<file path="config.mk">
export PLATFORM = sky130hd
export DESIGN_NAME = dma_channel_flags_and_config
export DESIGN_NICKNAME = d
export VERILOG_FILES = /design/src/core/dma_ctrl_pkg.sv /design/src/core/dma_priority_arbiter.sv /design/src/core/dma_channel_flags_and_config.sv
export SDC_FILE = /design/constraint.sdc
export NUM_CORES = 2
export LEC_CHECK = 0
export BUFFER_PORTS_ARGS = -buffer_cell sky130_fd_sc_hd__buf_2
export CAP_MARGIN = 20
export CORE_ASPECT_RATIO = 0.75
export CORE_MARGIN = 5
export CORE_UTILIZATION = 50
export CTS_CLUSTER_DIAMETER = 40
export DETAILED_ROUTE_END_ITERATION = 6
export GPL_TIMING_DRIVEN = 0
export HOLD_SLACK_MARGIN = 0.05
export PLACE_DENSITY = 0.64
export SKIP_LAST_GASP = 1
export SYNTH_ARGS = -nofsm -noshare
export SYNTH_HDL_FRONTEND = slang
export SYNTH_HIERARCHICAL = 1
export SYNTH_SLANG_ARGS = --single-unit
</file>
<file path="constraint.sdc">
create_clock -name sys_clk -period 11.3 [get_ports sys_clk]
set_clock_uncertainty 0.2 [all_clocks]
set_input_delay 1.13 -clock sys_clk [delete_from_list [all_inputs] [get_ports sys_clk]]
set_output_delay 1.13 -clock sys_clk [all_outputs]
set_load 0.05 [all_outputs]
</file>
<file path="src/core/dma_ctrl_pkg.sv">
// Shared constants for the seven-channel transfer controller.
// Assumes a 32-bit word register port and byte addresses.
package dma_ctrl_pkg;

  // ----------------------------------------------------------------------
  // geometry and register map
  // ----------------------------------------------------------------------
  localparam int         NUM_CH          = 7;
  localparam int         FLAGS_PER_CH    = 4;
  localparam int         STAT_W          = 28;
  localparam int         CFG_W           = 15;
  localparam int         CNT_W           = 16;
  localparam logic [7:0] REG_STATUS      = 8'h00;
  localparam logic [7:0] REG_CLEAR       = 8'h04;
  localparam logic [7:0] REG_CFG_BASE    = 8'h08;
  localparam logic [7:0] REG_COUNT_BASE  = 8'h0c;
  localparam logic [7:0] REG_PADDR_BASE  = 8'h10;
  localparam logic [7:0] REG_MADDR_BASE  = 8'h14;
  localparam logic [7:0] CH_STRIDE       = 8'h14;

  // ----------------------------------------------------------------------
  // field positions
  // ----------------------------------------------------------------------
  localparam int FLAG_ANY   = 0;
  localparam int FLAG_DONE  = 1;
  localparam int FLAG_HALF  = 2;
  localparam int FLAG_FAULT = 3;
  localparam int CFG_EN     = 0;
  localparam int CFG_DONE_IE  = 1;
  localparam int CFG_HALF_IE  = 2;
  localparam int CFG_FAULT_IE = 3;
  localparam int CFG_DIR    = 4;
  localparam int CFG_CIRC   = 5;
  localparam int CFG_PSTEP  = 6;
  localparam int CFG_MSTEP  = 7;
  localparam int CFG_PW_LO  = 8;
  localparam int CFG_MW_LO  = 10;
  localparam int CFG_PRIO_LO = 12;
  localparam int CFG_M2M    = 14;

  // ----------------------------------------------------------------------
  // reset values and timing
  // ----------------------------------------------------------------------
  localparam logic [CFG_W-1:0]  CFG_RESET    = 15'h0000;
  localparam logic [STAT_W-1:0] STAT_RESET   = 28'h0000000;
  localparam logic [1:0]        GAP_CYCLES   = 2'h3;

  typedef enum logic [2:0] {
    ST_IDLE   = 3'b000,
    ST_READ   = 3'b001,
    ST_WRITE  = 3'b010,
    ST_FINISH = 3'b011,
    ST_GAP    = 3'b100
  } eng_state_t;

  // item width code to address step in bytes; reserved code steps by 4
  function automatic logic [31:0] stepBytes(input logic [1:0] w);
    unique case (w)
      2'h0:    stepBytes = 32'h1;
      2'h1:    stepBytes = 32'h2;
      default: stepBytes = 32'h4;
    endcase
  endfunction : stepBytes

endpackage : dma_ctrl_pkg

</file>
<file path="src/core/dma_priority_arbiter.sv">
// Picks one pending channel: higher software level first, then lowest number.
// Assumes pending and level inputs are stable in the cycle they are sampled.
`timescale 1ns/1ps
module dma_priority_arbiter
  import dma_ctrl_pkg::*;
(
  // requests
  input  wire logic [NUM_CH-1:0]   pend,
  input  wire logic [2*NUM_CH-1:0] prioFlat,
  // choice
  output logic [2:0]               grant,
  output logic                     grantValid
);

  logic [1:0] bestPrio;

  always_comb begin
    grant      = 3'h0;
    grantValid = 1'b0;
    bestPrio   = 2'h0;
    for (int ch = 0; ch < NUM_CH; ch++) begin
      if (pend[ch] && (!grantValid || prioFlat[2*ch +: 2] > bestPrio)) begin
        grant      = 3'(ch);
        grantValid = 1'b1;
        bestPrio   = prioFlat[2*ch +: 2];
      end
    end
  end

endmodule : dma_priority_arbiter

</file>
<file path="src/core/dma_channel_flags_and_config.sv">
// Register file, event flags, arbiter hookup and item mover for 7 channels.
// Assumes a same-clock register port and memory bus; request pins are async.
//
// The strobed register port is this design's own decision.
`timescale 1ns/1ps
module dma_channel_flags_and_config
  import dma_ctrl_pkg::*;
(
  // clock and reset
  input  wire logic              sys_clk,
  input  wire logic              rst_n,
  // register port
  input  wire logic [7:0]        regAddr,
  input  wire logic [31:0]       regWdata,
  input  wire logic              regWrite,
  input  wire logic              regRead,
  output logic [31:0]            regRdata,
  // peripheral request lines
  input  wire logic [NUM_CH-1:0] periphReq,
  output logic [NUM_CH-1:0]      periphAck,
  // memory bus master
  output logic                   busReq,
  output logic                   busWe,
  output logic [31:0]            busAddr,
  output logic [1:0]             busSize,
  output logic [31:0]            busWdata,
  input  wire logic              busAck,
  input  wire logic              busErr,
  input  wire logic [31:0]       busRdata,
  // per-channel interrupt requests
  output logic [NUM_CH-1:0]      chanIrq
);

  // ----------------------------------------------------------------------
  // state
  // ----------------------------------------------------------------------
  logic [CFG_W-1:0]  cfg      [NUM_CH];
  logic [CNT_W-1:0]  cntStart [NUM_CH];
  logic [CNT_W-1:0]  cnt      [NUM_CH];
  logic [31:0]       pStart   [NUM_CH];
  logic [31:0]       pAddr    [NUM_CH];
  logic [31:0]       mStart   [NUM_CH];
  logic [31:0]       mAddr    [NUM_CH];
  logic [STAT_W-1:0] stat;
  logic [NUM_CH-1:0] reqMeta;
  logic [NUM_CH-1:0] reqSync;
  eng_state_t        state;
  logic [2:0]        cur;
  logic [1:0]        gap;
  logic              lastFault;

  logic [NUM_CH-1:0]   hitCfg;
  logic [NUM_CH-1:0]   hitCnt;
  logic [NUM_CH-1:0]   hitPa;
  logic [NUM_CH-1:0]   hitMa;
  logic [NUM_CH-1:0]   pend;
  logic [2*NUM_CH-1:0] prioFlat;
  logic [2:0]          grant;
  logic                grantValid;
  logic [NUM_CH-1:0]   evDone;
  logic [NUM_CH-1:0]   evHalf;
  logic [NUM_CH-1:0]   evFault;
  logic                itemDone;
  logic                faultHit;
  logic [2:0]          selCh;
  logic [31:0]         srcAddr;
  logic [31:0]         dstAddr;
  logic [1:0]          srcW;
  logic [1:0]          dstW;
  logic [31:0]         next_rdata;
  logic                clrWr;

  function automatic logic [7:0] chBase(input logic [7:0] base, input int ch);
    chBase = base + 8'(ch * 20);
  endfunction : chBase

  // ----------------------------------------------------------------------
  // address decode
  // ----------------------------------------------------------------------
  always_comb begin
    for (int ch = 0; ch < NUM_CH; ch++) begin
      hitCfg[ch] = regAddr == chBase(REG_CFG_BASE, ch);
      hitCnt[ch] = regAddr == chBase(REG_COUNT_BASE, ch);
      hitPa[ch]  = regAddr == chBase(REG_PADDR_BASE, ch);
      hitMa[ch]  = regAddr == chBase(REG_MADDR_BASE, ch);
    end
  end

  // ----------------------------------------------------------------------
  // request pin synchroniser
  // ----------------------------------------------------------------------
  always_ff @(posedge sys_clk) begin
    if (!rst_n) begin
      reqMeta <= '0;
      reqSync <= '0;
    end else begin
      reqMeta <= periphReq;
      reqSync <= reqMeta;
    end
  end

  // ----------------------------------------------------------------------
  // arbitration
  // ----------------------------------------------------------------------
  always_comb begin
    for (int ch = 0; ch < NUM_CH; ch++) begin
      pend[ch] = cfg[ch][CFG_EN] && cnt[ch] != '0
                 && (cfg[ch][CFG_M2M] || reqSync[ch]);
      prioFlat[2*ch +: 2] = cfg[ch][CFG_PRIO_LO +: 2];
    end
  end

  dma_priority_arbiter u_arb (
    .pend       (pend),
    .prioFlat   (prioFlat),
    .grant      (grant),
    .grantValid (grantValid)
  );

  // ----------------------------------------------------------------------
  // source and destination of the selected channel
  // ----------------------------------------------------------------------
  always_comb begin
    selCh = (state == ST_IDLE) ? grant : cur;
    if (cfg[selCh][CFG_DIR]) begin
      srcAddr = mAddr[selCh];
      dstAddr = pAddr[selCh];
      srcW    = cfg[selCh][CFG_MW_LO +: 2];
      dstW    = cfg[selCh][CFG_PW_LO +: 2];
    end else begin
      srcAddr = pAddr[selCh];
      dstAddr = mAddr[selCh];
      srcW    = cfg[selCh][CFG_PW_LO +: 2];
      dstW    = cfg[selCh][CFG_MW_LO +: 2];
    end
  end

  assign itemDone = state == ST_WRITE && busAck && !busErr;
  assign faultHit = (state == ST_READ || state == ST_WRITE)
                    && busAck && busErr;

  always_comb begin
    for (int ch = 0; ch < NUM_CH; ch++) begin
      evDone[ch]  = itemDone && cur == 3'(ch) && cnt[ch] == 16'h0001;
      evHalf[ch]  = itemDone && cur == 3'(ch)
                    && (cnt[ch] - 16'h0001) == (cntStart[ch] >> 1);
      evFault[ch] = faultHit && cur == 3'(ch);
    end
  end

  // ----------------------------------------------------------------------
  // item mover
  // ----------------------------------------------------------------------
  // one item at a time; the gap lets a served peripheral drop its
  // request through the synchroniser before arbitration looks again
  always_ff @(posedge sys_clk) begin
    if (!rst_n) begin
      state     <= ST_IDLE;
      cur       <= 3'h0;
      gap       <= 2'h0;
      lastFault <= 1'b0;
      busReq    <= 1'b0;
      busWe     <= 1'b0;
      busAddr   <= 32'h0;
      busSize   <= 2'h0;
      busWdata  <= 32'h0;
    end else begin
      unique case (state)
        ST_IDLE: begin
          if (grantValid) begin
            cur       <= grant;
            lastFault <= 1'b0;
            busReq    <= 1'b1;
            busWe     <= 1'b0;
            busAddr   <= srcAddr;
            busSize   <= srcW;
            state     <= ST_READ;
          end
        end
        ST_READ: begin
          if (busAck) begin
            if (busErr) begin
              busReq    <= 1'b0;
              lastFault <= 1'b1;
              state     <= ST_FINISH;
            end else begin
              busWe    <= 1'b1;
              busAddr  <= dstAddr;
              busSize  <= dstW;
              busWdata <= busRdata;
              state    <= ST_WRITE;
            end
          end
        end
        ST_WRITE: begin
          if (busAck) begin
            busReq    <= 1'b0;
            busWe     <= 1'b0;
            lastFault <= busErr;
            state     <= ST_FINISH;
          end
        end
        ST_FINISH: begin
          gap   <= GAP_CYCLES;
          state <= ST_GAP;
        end
        ST_GAP: begin
          gap <= gap - 2'h1;
          if (gap == 2'h1) begin
            state <= ST_IDLE;
          end
        end
        default: state <= ST_IDLE;
      endcase
    end
  end

  always_ff @(posedge sys_clk) begin
    if (!rst_n) begin
      periphAck <= '0;
    end else if (state == ST_FINISH && !lastFault && !cfg[cur][CFG_M2M]) begin
      periphAck <= NUM_CH'(1) << cur;
    end else begin
      periphAck <= '0;
    end
  end

  // ----------------------------------------------------------------------
  // channel registers
  // ----------------------------------------------------------------------
  always_ff @(posedge sys_clk) begin
    if (!rst_n) begin
      for (int ch = 0; ch < NUM_CH; ch++) begin
        cfg[ch]      <= CFG_RESET;
        cntStart[ch] <= '0;
        cnt[ch]      <= '0;
        pStart[ch]   <= 32'h0;
        pAddr[ch]    <= 32'h0;
        mStart[ch]   <= 32'h0;
        mAddr[ch]    <= 32'h0;
      end
    end else begin
      for (int ch = 0; ch < NUM_CH; ch++) begin
        if (regWrite && hitCfg[ch]) begin
          cfg[ch] <= regWdata[CFG_W-1:0];
        end else if (evFault[ch]) begin
          cfg[ch][CFG_EN] <= 1'b0;
        end
        // count and bases only while the channel is off
        if (!cfg[ch][CFG_EN] && regWrite && hitCnt[ch]) begin
          cntStart[ch] <= regWdata[CNT_W-1:0];
          cnt[ch]      <= regWdata[CNT_W-1:0];
        end else if (itemDone && cur == 3'(ch)) begin
          if (cnt[ch] == 16'h0001 && cfg[ch][CFG_CIRC]) begin
            cnt[ch] <= cntStart[ch];
          end else begin
            cnt[ch] <= cnt[ch] - 16'h0001;
          end
        end
        if (!cfg[ch][CFG_EN] && regWrite && hitPa[ch]) begin
          pStart[ch] <= regWdata;
          pAddr[ch]  <= regWdata;
        end else if (itemDone && cur == 3'(ch)) begin
          if (cnt[ch] == 16'h0001 && cfg[ch][CFG_CIRC]) begin
            pAddr[ch] <= pStart[ch];
          end else if (cfg[ch][CFG_PSTEP]) begin
            pAddr[ch] <= pAddr[ch] + stepBytes(cfg[ch][CFG_PW_LO +: 2]);
          end
        end
        if (!cfg[ch][CFG_EN] && regWrite && hitMa[ch]) begin
          mStart[ch] <= regWdata;
          mAddr[ch]  <= regWdata;
        end else if (itemDone && cur == 3'(ch)) begin
          if (cnt[ch] == 16'h0001 && cfg[ch][CFG_CIRC]) begin
            mAddr[ch] <= mStart[ch];
          end else if (cfg[ch][CFG_MSTEP]) begin
            mAddr[ch] <= mAddr[ch] + stepBytes(cfg[ch][CFG_MW_LO +: 2]);
          end
        end
      end
    end
  end

  // ----------------------------------------------------------------------
  // event flags
  // ----------------------------------------------------------------------
  assign clrWr = regWrite && regAddr == REG_CLEAR;

  // a set in the same cycle as a clear wins, so no event is lost
  always_ff @(posedge sys_clk) begin
    if (!rst_n) begin
      stat <= STAT_RESET;
    end else begin
      for (int ch = 0; ch < NUM_CH; ch++) begin
        stat[4*ch + FLAG_ANY] <=
          (stat[4*ch + FLAG_ANY] & ~(clrWr & regWdata[4*ch + FLAG_ANY]))
          | evDone[ch] | evHalf[ch] | evFault[ch];
        stat[4*ch + FLAG_DONE] <=
          (stat[4*ch + FLAG_DONE] & ~(clrWr & (regWdata[4*ch + FLAG_ANY]
          | regWdata[4*ch + FLAG_DONE]))) | evDone[ch];
        stat[4*ch + FLAG_HALF] <=
          (stat[4*ch + FLAG_HALF] & ~(clrWr & (regWdata[4*ch + FLAG_ANY]
          | regWdata[4*ch + FLAG_HALF]))) | evHalf[ch];
        stat[4*ch + FLAG_FAULT] <=
          (stat[4*ch + FLAG_FAULT] & ~(clrWr & (regWdata[4*ch + FLAG_ANY]
          | regWdata[4*ch + FLAG_FAULT]))) | evFault[ch];
      end
    end
  end

  // ----------------------------------------------------------------------
  // interrupt requests
  // ----------------------------------------------------------------------
  always_ff @(posedge sys_clk) begin
    if (!rst_n) begin
      chanIrq <= '0;
    end else begin
      for (int ch = 0; ch < NUM_CH; ch++) begin
        chanIrq[ch] <=
          (stat[4*ch + FLAG_DONE] & cfg[ch][CFG_DONE_IE])
          | (stat[4*ch + FLAG_HALF] & cfg[ch][CFG_HALF_IE])
          | (stat[4*ch + FLAG_FAULT] & cfg[ch][CFG_FAULT_IE]);
      end
    end
  end

  // ----------------------------------------------------------------------
  // read port
  // ----------------------------------------------------------------------
  always_comb begin
    next_rdata = 32'h0;
    if (regAddr == REG_STATUS) begin
      next_rdata = {4'h0, stat};
    end
    for (int ch = 0; ch < NUM_CH; ch++) begin
      if (hitCfg[ch]) next_rdata = {17'h0, cfg[ch]};
      if (hitCnt[ch]) next_rdata = {16'h0, cnt[ch]};
      if (hitPa[ch])  next_rdata = pStart[ch];
      if (hitMa[ch])  next_rdata = mStart[ch];
    end
  end

  always_ff @(posedge sys_clk) begin
    if (!rst_n) begin
      regRdata <= 32'h0;
    end else begin
      regRdata <= regRead ? next_rdata : 32'h0;
    end
  end

  // ----------------------------------------------------------------------
  // assertions
  // ----------------------------------------------------------------------
  AST_ANY_SET: assert property (@(posedge sys_clk) disable iff (!rst_n)
    (evDone[0] || evHalf[0] || evFault[0]) |=> stat[0])
    else $error("any-event flag not set after event");

  AST_DONE_SET: assert property (@(posedge sys_clk) disable iff (!rst_n)
    evDone[1] |=> stat[5] && stat[4])
    else $error("done flag not set after completion");

  AST_HALF_SET: assert property (@(posedge sys_clk) disable iff (!rst_n)
    evHalf[1] |=> stat[6])
    else $error("half flag not set after half event");

  AST_FAULT_SET: assert property (@(posedge sys_clk) disable iff (!rst_n)
    faultHit && cur == 3'h0 |=> stat[3] ##[3:4] !busReq)
    else $error("fault flag missing or bus not released");

  AST_NO_SELF_SET: assert property (@(posedge sys_clk) disable iff (!rst_n)
    $rose(stat[5]) |-> $past(evDone[1]))
    else $error("done flag rose without a completion");

  AST_CLEAR_ALL: assert property (@(posedge sys_clk) disable iff (!rst_n)
    regWrite && regAddr == REG_CLEAR && regWdata[0]
    && !evDone[0] && !evHalf[0] && !evFault[0] |=> stat[3:0] == 4'h0)
    else $error("clear-all left a flag standing");

  AST_CLEAR_DONE: assert property (@(posedge sys_clk) disable iff (!rst_n)
    regWrite && regAddr == REG_CLEAR && regWdata[11:8] == 4'h2
    && !evDone[2] && !evHalf[2] && !evFault[2]
    |=> !stat[9] && stat[8] == $past(stat[8]) && stat[10] == $past(stat[10]))
    else $error("done clear wrong");

  AST_IRQ_GATE: assert property (@(posedge sys_clk) disable iff (!rst_n)
    chanIrq[0] |-> $past((stat[1] & cfg[0][1]) | (stat[2] & cfg[0][2])
                         | (stat[3] & cfg[0][3])))
    else $error("interrupt raised without an enabled flag");

  AST_RSVD_CFG: assert property (@(posedge sys_clk) disable iff (!rst_n)
    regRead && hitCfg[0] |=> regRdata[31:15] == 17'h0
                             && regRdata[14:0] == $past(cfg[0]))
    else $error("configuration read wrong");

  AST_START_EN: assert property (@(posedge sys_clk) disable iff (!rst_n)
    state == ST_IDLE && grantValid |-> cfg[grant][CFG_EN] ##1 busReq)
    else $error("disabled channel started");

endmodule : dma_channel_flags_and_config

</file>
## Word level (Yosys, flattened, before mapping)

Memories as Yosys holds them, arrays and structs flattened. A register that Yosys moved wholly into a read port is not among the register bits.
Index checks and enable logic that the tools add are counted.

| word-level totals | value |
|---|---|
| register bits after elaboration | 165 |
| RAM bits | 1,225 |
| input port bits | 85 |
| logic and storage cells | 1,142 |
| memories kept | 7 |

| cells by class | value |
|---|---|
| add/subtract/negate cells | 22 |
| $lt $le $gt $ge | 6 |
| eq/ne operators | 74 |
| shifts and indexed selects | 1 |
| muxes and demuxes | 574 |
| bitwise logic cells | 281 |
| reduce and logical (&&, ||, !) cells | 162 |

Memories:

| memory | words | width | rd ports | clocked after Yosys merged registers in | wr ports | line | text |
|---|---|---|---|---|---|---|---|
| mAddr | 7 | 32 | 8 | 0 | 7 | dma_channel_flags_and_config.sv:43 | `logic [31:0] mAddr [NUM_CH];` |
| mStart | 7 | 32 | 7 | 0 | 7 | dma_channel_flags_and_config.sv:42 | `logic [31:0] mStart [NUM_CH];` |
| pAddr | 7 | 32 | 8 | 0 | 7 | dma_channel_flags_and_config.sv:41 | `logic [31:0] pAddr [NUM_CH];` |
| pStart | 7 | 32 | 7 | 0 | 7 | dma_channel_flags_and_config.sv:40 | `logic [31:0] pStart [NUM_CH];` |
| cnt | 7 | 16 | 7 | 0 | 7 | dma_channel_flags_and_config.sv:39 | `logic [CNT_W-1:0] cnt [NUM_CH];` |
| cntStart | 7 | 16 | 7 | 0 | 7 | dma_channel_flags_and_config.sv:38 | `logic [CNT_W-1:0] cntStart [NUM_CH];` |
| 1 more memories | - | - | - | - | - | - |  |

Operator list:

| kind | number |
|---|---|
| $mux 32 | 157 |
| $add 32x32->32 | 14 |
| $mux 16 | 28 |
| $mux 1 | 335 |
| $or 1x1->1 | 175 |
| $eq 16x1->1 const B | 7 |
| $eq 16x15->1 | 7 |
| $reduce_bool 16->1 | 7 |
| $sub 16x1->16 const B | 7 |
| $mux 15 | 7 |
| $logic_and 1x1->1 | 97 |
| $eq 8x7->1 const B | 12 |
| $mux 28 | 3 |
| $pmux 3 s2 | 14 |
| $and 1x1->1 | 77 |
| $pmux 32 s2 | 1 |
| $eq 8x6->1 const B | 7 |
| $eq 8x8->1 const B | 4 |
| $eq 2x1->1 const B | 15 |
| $mux 3 | 10 |
| $not 1->1 | 29 |
| $logic_not 2->1 | 14 |
| $mux 2 | 13 |
| $eq 8x5->1 const B | 3 |
| other kinds (22) | 77 |

## Depth between registers and ports, before layout

An unclocked memory read counts as a cell.

| logic depth | value |
|---|---|
| depth after elaboration | 35 |
| gate-level depth with buffers | 50 |
| gate-level depth less buffers | 48 |

## Cells and area by module

Netlist, hierarchy kept.

Modules (own cells, without submodules):

| module | instances | cells each | area an instance (sq um) |
|---|---|---|---|
| dma_channel_flags_and_config | 1 | 7,913 | 80,703.7 |
| dma_priority_arbiter | 1 | 79 | 543.0 |

## Worst setup path after synthesis

OpenSTA, ideal clock, no wires.

| path | value |
|---|---|
| path kind | reg-to-reg |
| from | mem cnt[0][0] |
| to | reg busAddr[0] |
| library setup time | 0.134 ns |
| arrival time | 9.576 ns |
| required time | 10.966 ns |
| setup slack | 1.390 ns |
| cell stages (with the launch flop) | 48 |
| period minus slack after synthesis | 9.910 ns |
| cells stage by stage | edfxtp_1 > inv_1 > ha_1 > nor3b_1 > a31oi_1 > and2_2 > inv_1 > ha_1 > and2b_1 > o311a_1 > inv_1 > o21ai_2 > ha_1 > nor2_1 > a21oi_1 > a21oi_2 > mux2_4 > ha_1 > (+12 left out) > nand2_1 > o21ai_0 > o21ai_0 > nand2_1 > nand2_1 > o22a_1 > o21a_1 > ha_1 > a21oi_1 > o21a_1 > a21oi_1 > mux2i_1 > mux2_2 > mux4_2 > xor2_2 > buf_2 > mux2i_1 > o211ai_1 |

RTL lines:

| what | line | text |
|---|---|---|
| start: declaration | dma_channel_flags_and_config.sv:39 |  |
| end signal: assignment | dma_channel_flags_and_config.sv:175 | `busAddr <= srcAddr;` |
| end signal: assignment | dma_channel_flags_and_config.sv:188 | `busAddr <= dstAddr;` |
| end: declaration | dma_channel_flags_and_config.sv:24 | `output logic [31:0] busAddr,` |

==> flow_metrics.py <==
metrics = {
    "routing": {
        "drt_iter0_markers": 15980,
        "antenna_left": 0,
        "length_of_the_first_detailed_routing_pass_in_iterations": 7,
        "vias": 77990,
        "finalWirelength_um": 447400,
        "detail_route.drc_violations": 16,
        "average_wire_length_per_cell_after_detail_routing_um": 41.40,
        "viasPerCell": 7.216,
    },
    "yosys": {
        "yosysWarningCount": 6,
        "synth-seq-area-share_pct": 49.42,
        "synth_area_per_cell_um2": 10.17,
        "synth_top_cells_by_count": "sky130_fd_sc_hd__nor2_1 (1270), sky130_fd_sc_hd__edfxtp_1 (1225), sky130_fd_sc_hd__mux2i_1 (574)",
        "synth.distinct_cells": 103,
        "most_area_consuming_cells_after_synthesis": "sky130_fd_sc_hd__edfxtp_1 (45%), sky130_fd_sc_hd__mux2i_1 (7.1%), sky130_fd_sc_hd__nor2_1 (5.9%)",
        "mappedNetlistNets": 8157,
        "yosysTopAreaCellShare_pct": 45.28,
        "async_reset_ff_share_pct": 0,
        "synth.ff_latch_count": 1393,
        "yosys.area.top_type": "sky130_fd_sc_hd__edfxtp_1",
        "synth_ff_type": "sky130_fd_sc_hd__edfxtp_1",
        "synth_edf_count": 1225,
        "synth_most_common_cell": "sky130_fd_sc_hd__nor2_1",
        "synth_area_um2": 81250,
        "syn_inst": 7992,
    },
    "clock_tree": {
        "cts_root_buffer": "sky130_fd_sc_hd__clkbuf_16",
        "cts_buffer_depth": 3,
        "cts-htree-levels": 4,
        "numClockSinks": 1393,
        "cts_buffers": 181,
        "cts_hold_repair.buffers": 0,
        "clk_pin_slew_ps": 70,
        "tritoncts": "yes",
        "clock_latency_ps": 840,
    },
    "sta": {
        "hold_viol_final": 0,
        "timing.final.crit_period_ps": 11110,
        "layout_setup_ws_ps": 191.5,
        "fmax_ghz": 0.09002,
        "final.hold.worst_slack_ps": 229.9,
        "worst_slew_pin_tran_ps": 1296,
        "min_period_over_period_pct": 98.31,
        "drv_slew": 0,
        "max-slew-margin-rel_pct": 12.24,
        "setup_viol_count_final": 0,
    },
    "die": {
        "die_area_um2": 170700,
        "boundaryPins": 199,
        "fp.dieW_um": 475.5,
        "effective_utilization_at_floorplan_pct": 50.18,
        "dieHeight_um": 359.1,
        "coreArea_um2": 161900,
        "placement_rows": 128,
    },
    "setup_path": {
        "worstReg2RegEnd": "busAddr[27]$_SDFFE_PN0P_",
        "worstSetupStartpoint": "cnt[0][1]$_SDFFCE_PN0P_",
        "r2r_slack_ps": 190,
        "worst_ep_required_time_ps": 11850,
        "crit_path_end_kind": "register",
        "start_kind": "register",
        "reg2reg_from": "cnt[0][1]$_SDFFCE_PN0P_",
        "critPathKind": "register to register",
        "cp_data_arrival_time_ps": 11660,
        "critical-path-top-cell-by-count": "sky130_fd_sc_hd__ha_1",
        "worstPathMaxFanout": 12,
        "crit_path_top_delay_cell": "sky130_fd_sc_hd__clkbuf_4",
        "crit_path_end": "busAddr[27]$_SDFFE_PN0P_",
        "largest_stage_delay_on_the_critical_path_ps": 500,
        "reg2reg_depth": 51,
    },
    "placed_design": {
        "dp_hpwl_um": 349600,
        "gp_congestion": 1.127,
        "place_worst_setup_slack_ps": -1705,
        "placement.io_buffers": 193,
    },
    "power": {
        "p_leak_nw": 33.90,
        "cellPowerDensity_nw_per_um2": 155.8,
        "power.ir.vdd_worst_uv": 160.8,
    },
    "global_route": {
        "grt_first_pass_wirelength_um": 587400,
        "maximum_number_of_pins_on_one_net_before_global_route_repair": 36,
        "global_route_total_usage_across_every_layer_pct": 50.45,
        "antenna_violations_before_repair": 31,
        "number_of_global_route_vias_before_repair": 69440,
        "gr-total-overflow": 0,
    },
    "final_layout": {
        "filler_cell_count": 14030,
        "area_of_all_sequential_standard_cells_um2": 40150,
        "fraction_of_final_layout_cells_sized_beyond_drive_strength_1_pct": 11.07,
        "area.growth.synth_to_final_pct": 15.04,
        "fin_nets": 8647,
        "multiInputGateArea_um2": 38450,
    },
    "min_path": {
        "timing.hold.worst.class": "register to register",
        "min_delay_path_depth": 1,
    },
    "run": {
        "drv.max_cap_violation_count": 0,
    },
    "outcome": {
        "outcome": "finished, violations left",
        "violations": "DRC",
    },
}
registers in the layout (all words and copies together) (netlist names), 28 cells and up, named ones only:
| register | count |
|---|---|
| cnt | 112 |
| mAddr | 224 |
| pAddr | 224 |
| busAddr | 32 |
| mStart | 224 |
| cfg | 105 |
| busWdata | 32 |
| pStart | 224 |
| cntStart | 112 |
| stat | 28 |
| regRdata | 32 |
how the worst min path moves through the flow:
| stage | start | end | slack, ps |
|---|---|---|---|
| 4_1_cts | reqMeta[1]$_SDFF_PN0_ | reqSync[1]$_SDFF_PN0_ | 230 |
| 2_1_floorplan | reqMeta[0]$_SDFF_PN0_ | reqSync[0]$_SDFF_PN0_ | 210 |
| 3_3_place_gp | reqMeta[1]$_SDFF_PN0_ | reqSync[1]$_SDFF_PN0_ | 220 |
| 5_1_grt | reqMeta[5]$_SDFF_PN0_ | reqSync[5]$_SDFF_PN0_ | 250 |
| 6_report | reqMeta[1]$_SDFF_PN0_ | reqSync[1]$_SDFF_PN0_ | 230 |
| 3_5_place_dp | reqMeta[1]$_SDFF_PN0_ | reqSync[1]$_SDFF_PN0_ | 220 |
placed cells by master, fill, tap and decap left out, types with 36 or more instances in the layout:
| cell type | n |
|---|---|
| sky130_fd_sc_hd__inv_1 | 180 |
| sky130_fd_sc_hd__o22ai_1 | 218 |
| sky130_fd_sc_hd__and3_1 | 78 |
| sky130_fd_sc_hd__mux4_2 | 37 |
| sky130_fd_sc_hd__ha_1 | 66 |
| sky130_fd_sc_hd__a21oi_1 | 341 |
| sky130_fd_sc_hd__nor3_1 | 128 |
| sky130_fd_sc_hd__nor2_1 | 1269 |
| sky130_fd_sc_hd__xnor2_1 | 295 |
| sky130_fd_sc_hd__clkbuf_2 | 65 |
| sky130_fd_sc_hd__a22oi_1 | 109 |
| sky130_fd_sc_hd__clkbuf_16 | 191 |
| sky130_fd_sc_hd__dfxtp_1 | 168 |
| sky130_fd_sc_hd__o21ai_1 | 43 |
| sky130_fd_sc_hd__buf_2 | 270 |
| sky130_fd_sc_hd__a221oi_1 | 38 |
| sky130_fd_sc_hd__edfxtp_1 | 1225 |
| sky130_fd_sc_hd__buf_8 | 47 |
| sky130_fd_sc_hd__a222oi_1 | 36 |
| sky130_fd_sc_hd__clkbuf_1 | 430 |
| sky130_fd_sc_hd__nor2b_1 | 83 |
| sky130_fd_sc_hd__o211ai_1 | 49 |
| sky130_fd_sc_hd__mux2i_1 | 572 |
| sky130_fd_sc_hd__buf_1 | 39 |
| sky130_fd_sc_hd__a211oi_1 | 352 |
| sky130_fd_sc_hd__nand2_1 | 552 |
| sky130_fd_sc_hd__nor4_1 | 48 |
| sky130_fd_sc_hd__o21ai_0 | 169 |
| sky130_fd_sc_hd__nand4_1 | 133 |
| sky130_fd_sc_hd__xor2_1 | 296 |
| sky130_fd_sc_hd__nand3_1 | 229 |
timing repair:
| action | in CTS | in global routing |
|---|---|---|
| buffers inserted | 2 | 12 |
| gates resized for setup | 52 | 13 |
| cloned | 0 | 0 |
| pin swaps | 1 | 3 |
| endpoints found under the hold margin | 0 | 0 |
| endpoints found under the setup margin | 34 | 34 |
area by class of cell:
class	count	area share, %
flip-flops and latches	1393	42.96
well taps	2145	2.871
multi-input cells	5818	41.14
inverters	184	0.7390
repair buffers	309	2.760
plain buffers	595	2.633
diodes	26	0.06961
clock inverters	120	1.522
clock buffers	218	5.308
worst max-delay path: cells and delay by family, from the launching register on:
kind                       cells  cell delay [ps]
AOI/OAI and AO/OA             22             3820
adders and majority gates      7             1680
buffers and inverters          8             1910
DFF                            1              440
muxes                          4             1310
and+or+nand+nor               10             1600
metrics by stage:
stage,util [%],instance area (µm²),cells,power (mW),TNS (ps)
2_1_floorplan,-,81250,7992,7.228,0
3_3_place_gp,52.43,84900,10330,8.171,-148740
3_5_place_dp,53.37,86410,10420,8.253,-49990
4_1_cts,57.47,93060,10760,14.34,-46.23
5_1_grt,57.68,93400,10780,14.72,-28.08
6_report,57.72,93460,10810,14.56,0
kinds of logic after synthesis:
| kind of cell | share of synthesized area [%] |
|---|---|
| compound gates | 13.91 |
| mux | 8.589 |
| flops | 49.42 |
| buf+inv | 3.731 |
| simple gates | 15.93 |
| xor+xnor | 7.042 |
| fa+ha+maj | 1.374 |
power by group:
group	internal [mW]	switching [mW]
sequential	5.85	0.351
combinational	0.612	1.54
clock	3.65	2.56
total	10.1	4.45
metal layers:
metal  global-route usage, %  share of wire, %  vias up  routed length (µm)
met5                   1.155              0.11        -                 507
met4                   33.95               8.7       26               39150
met3                   24.78                18     1498               79490
met1                   66.99                36    37980              162800
li1                        -                 -    30810                   -
met2                   63.66                37     7678              165500
No activity file was read; power rests on OpenSTA's default activity.
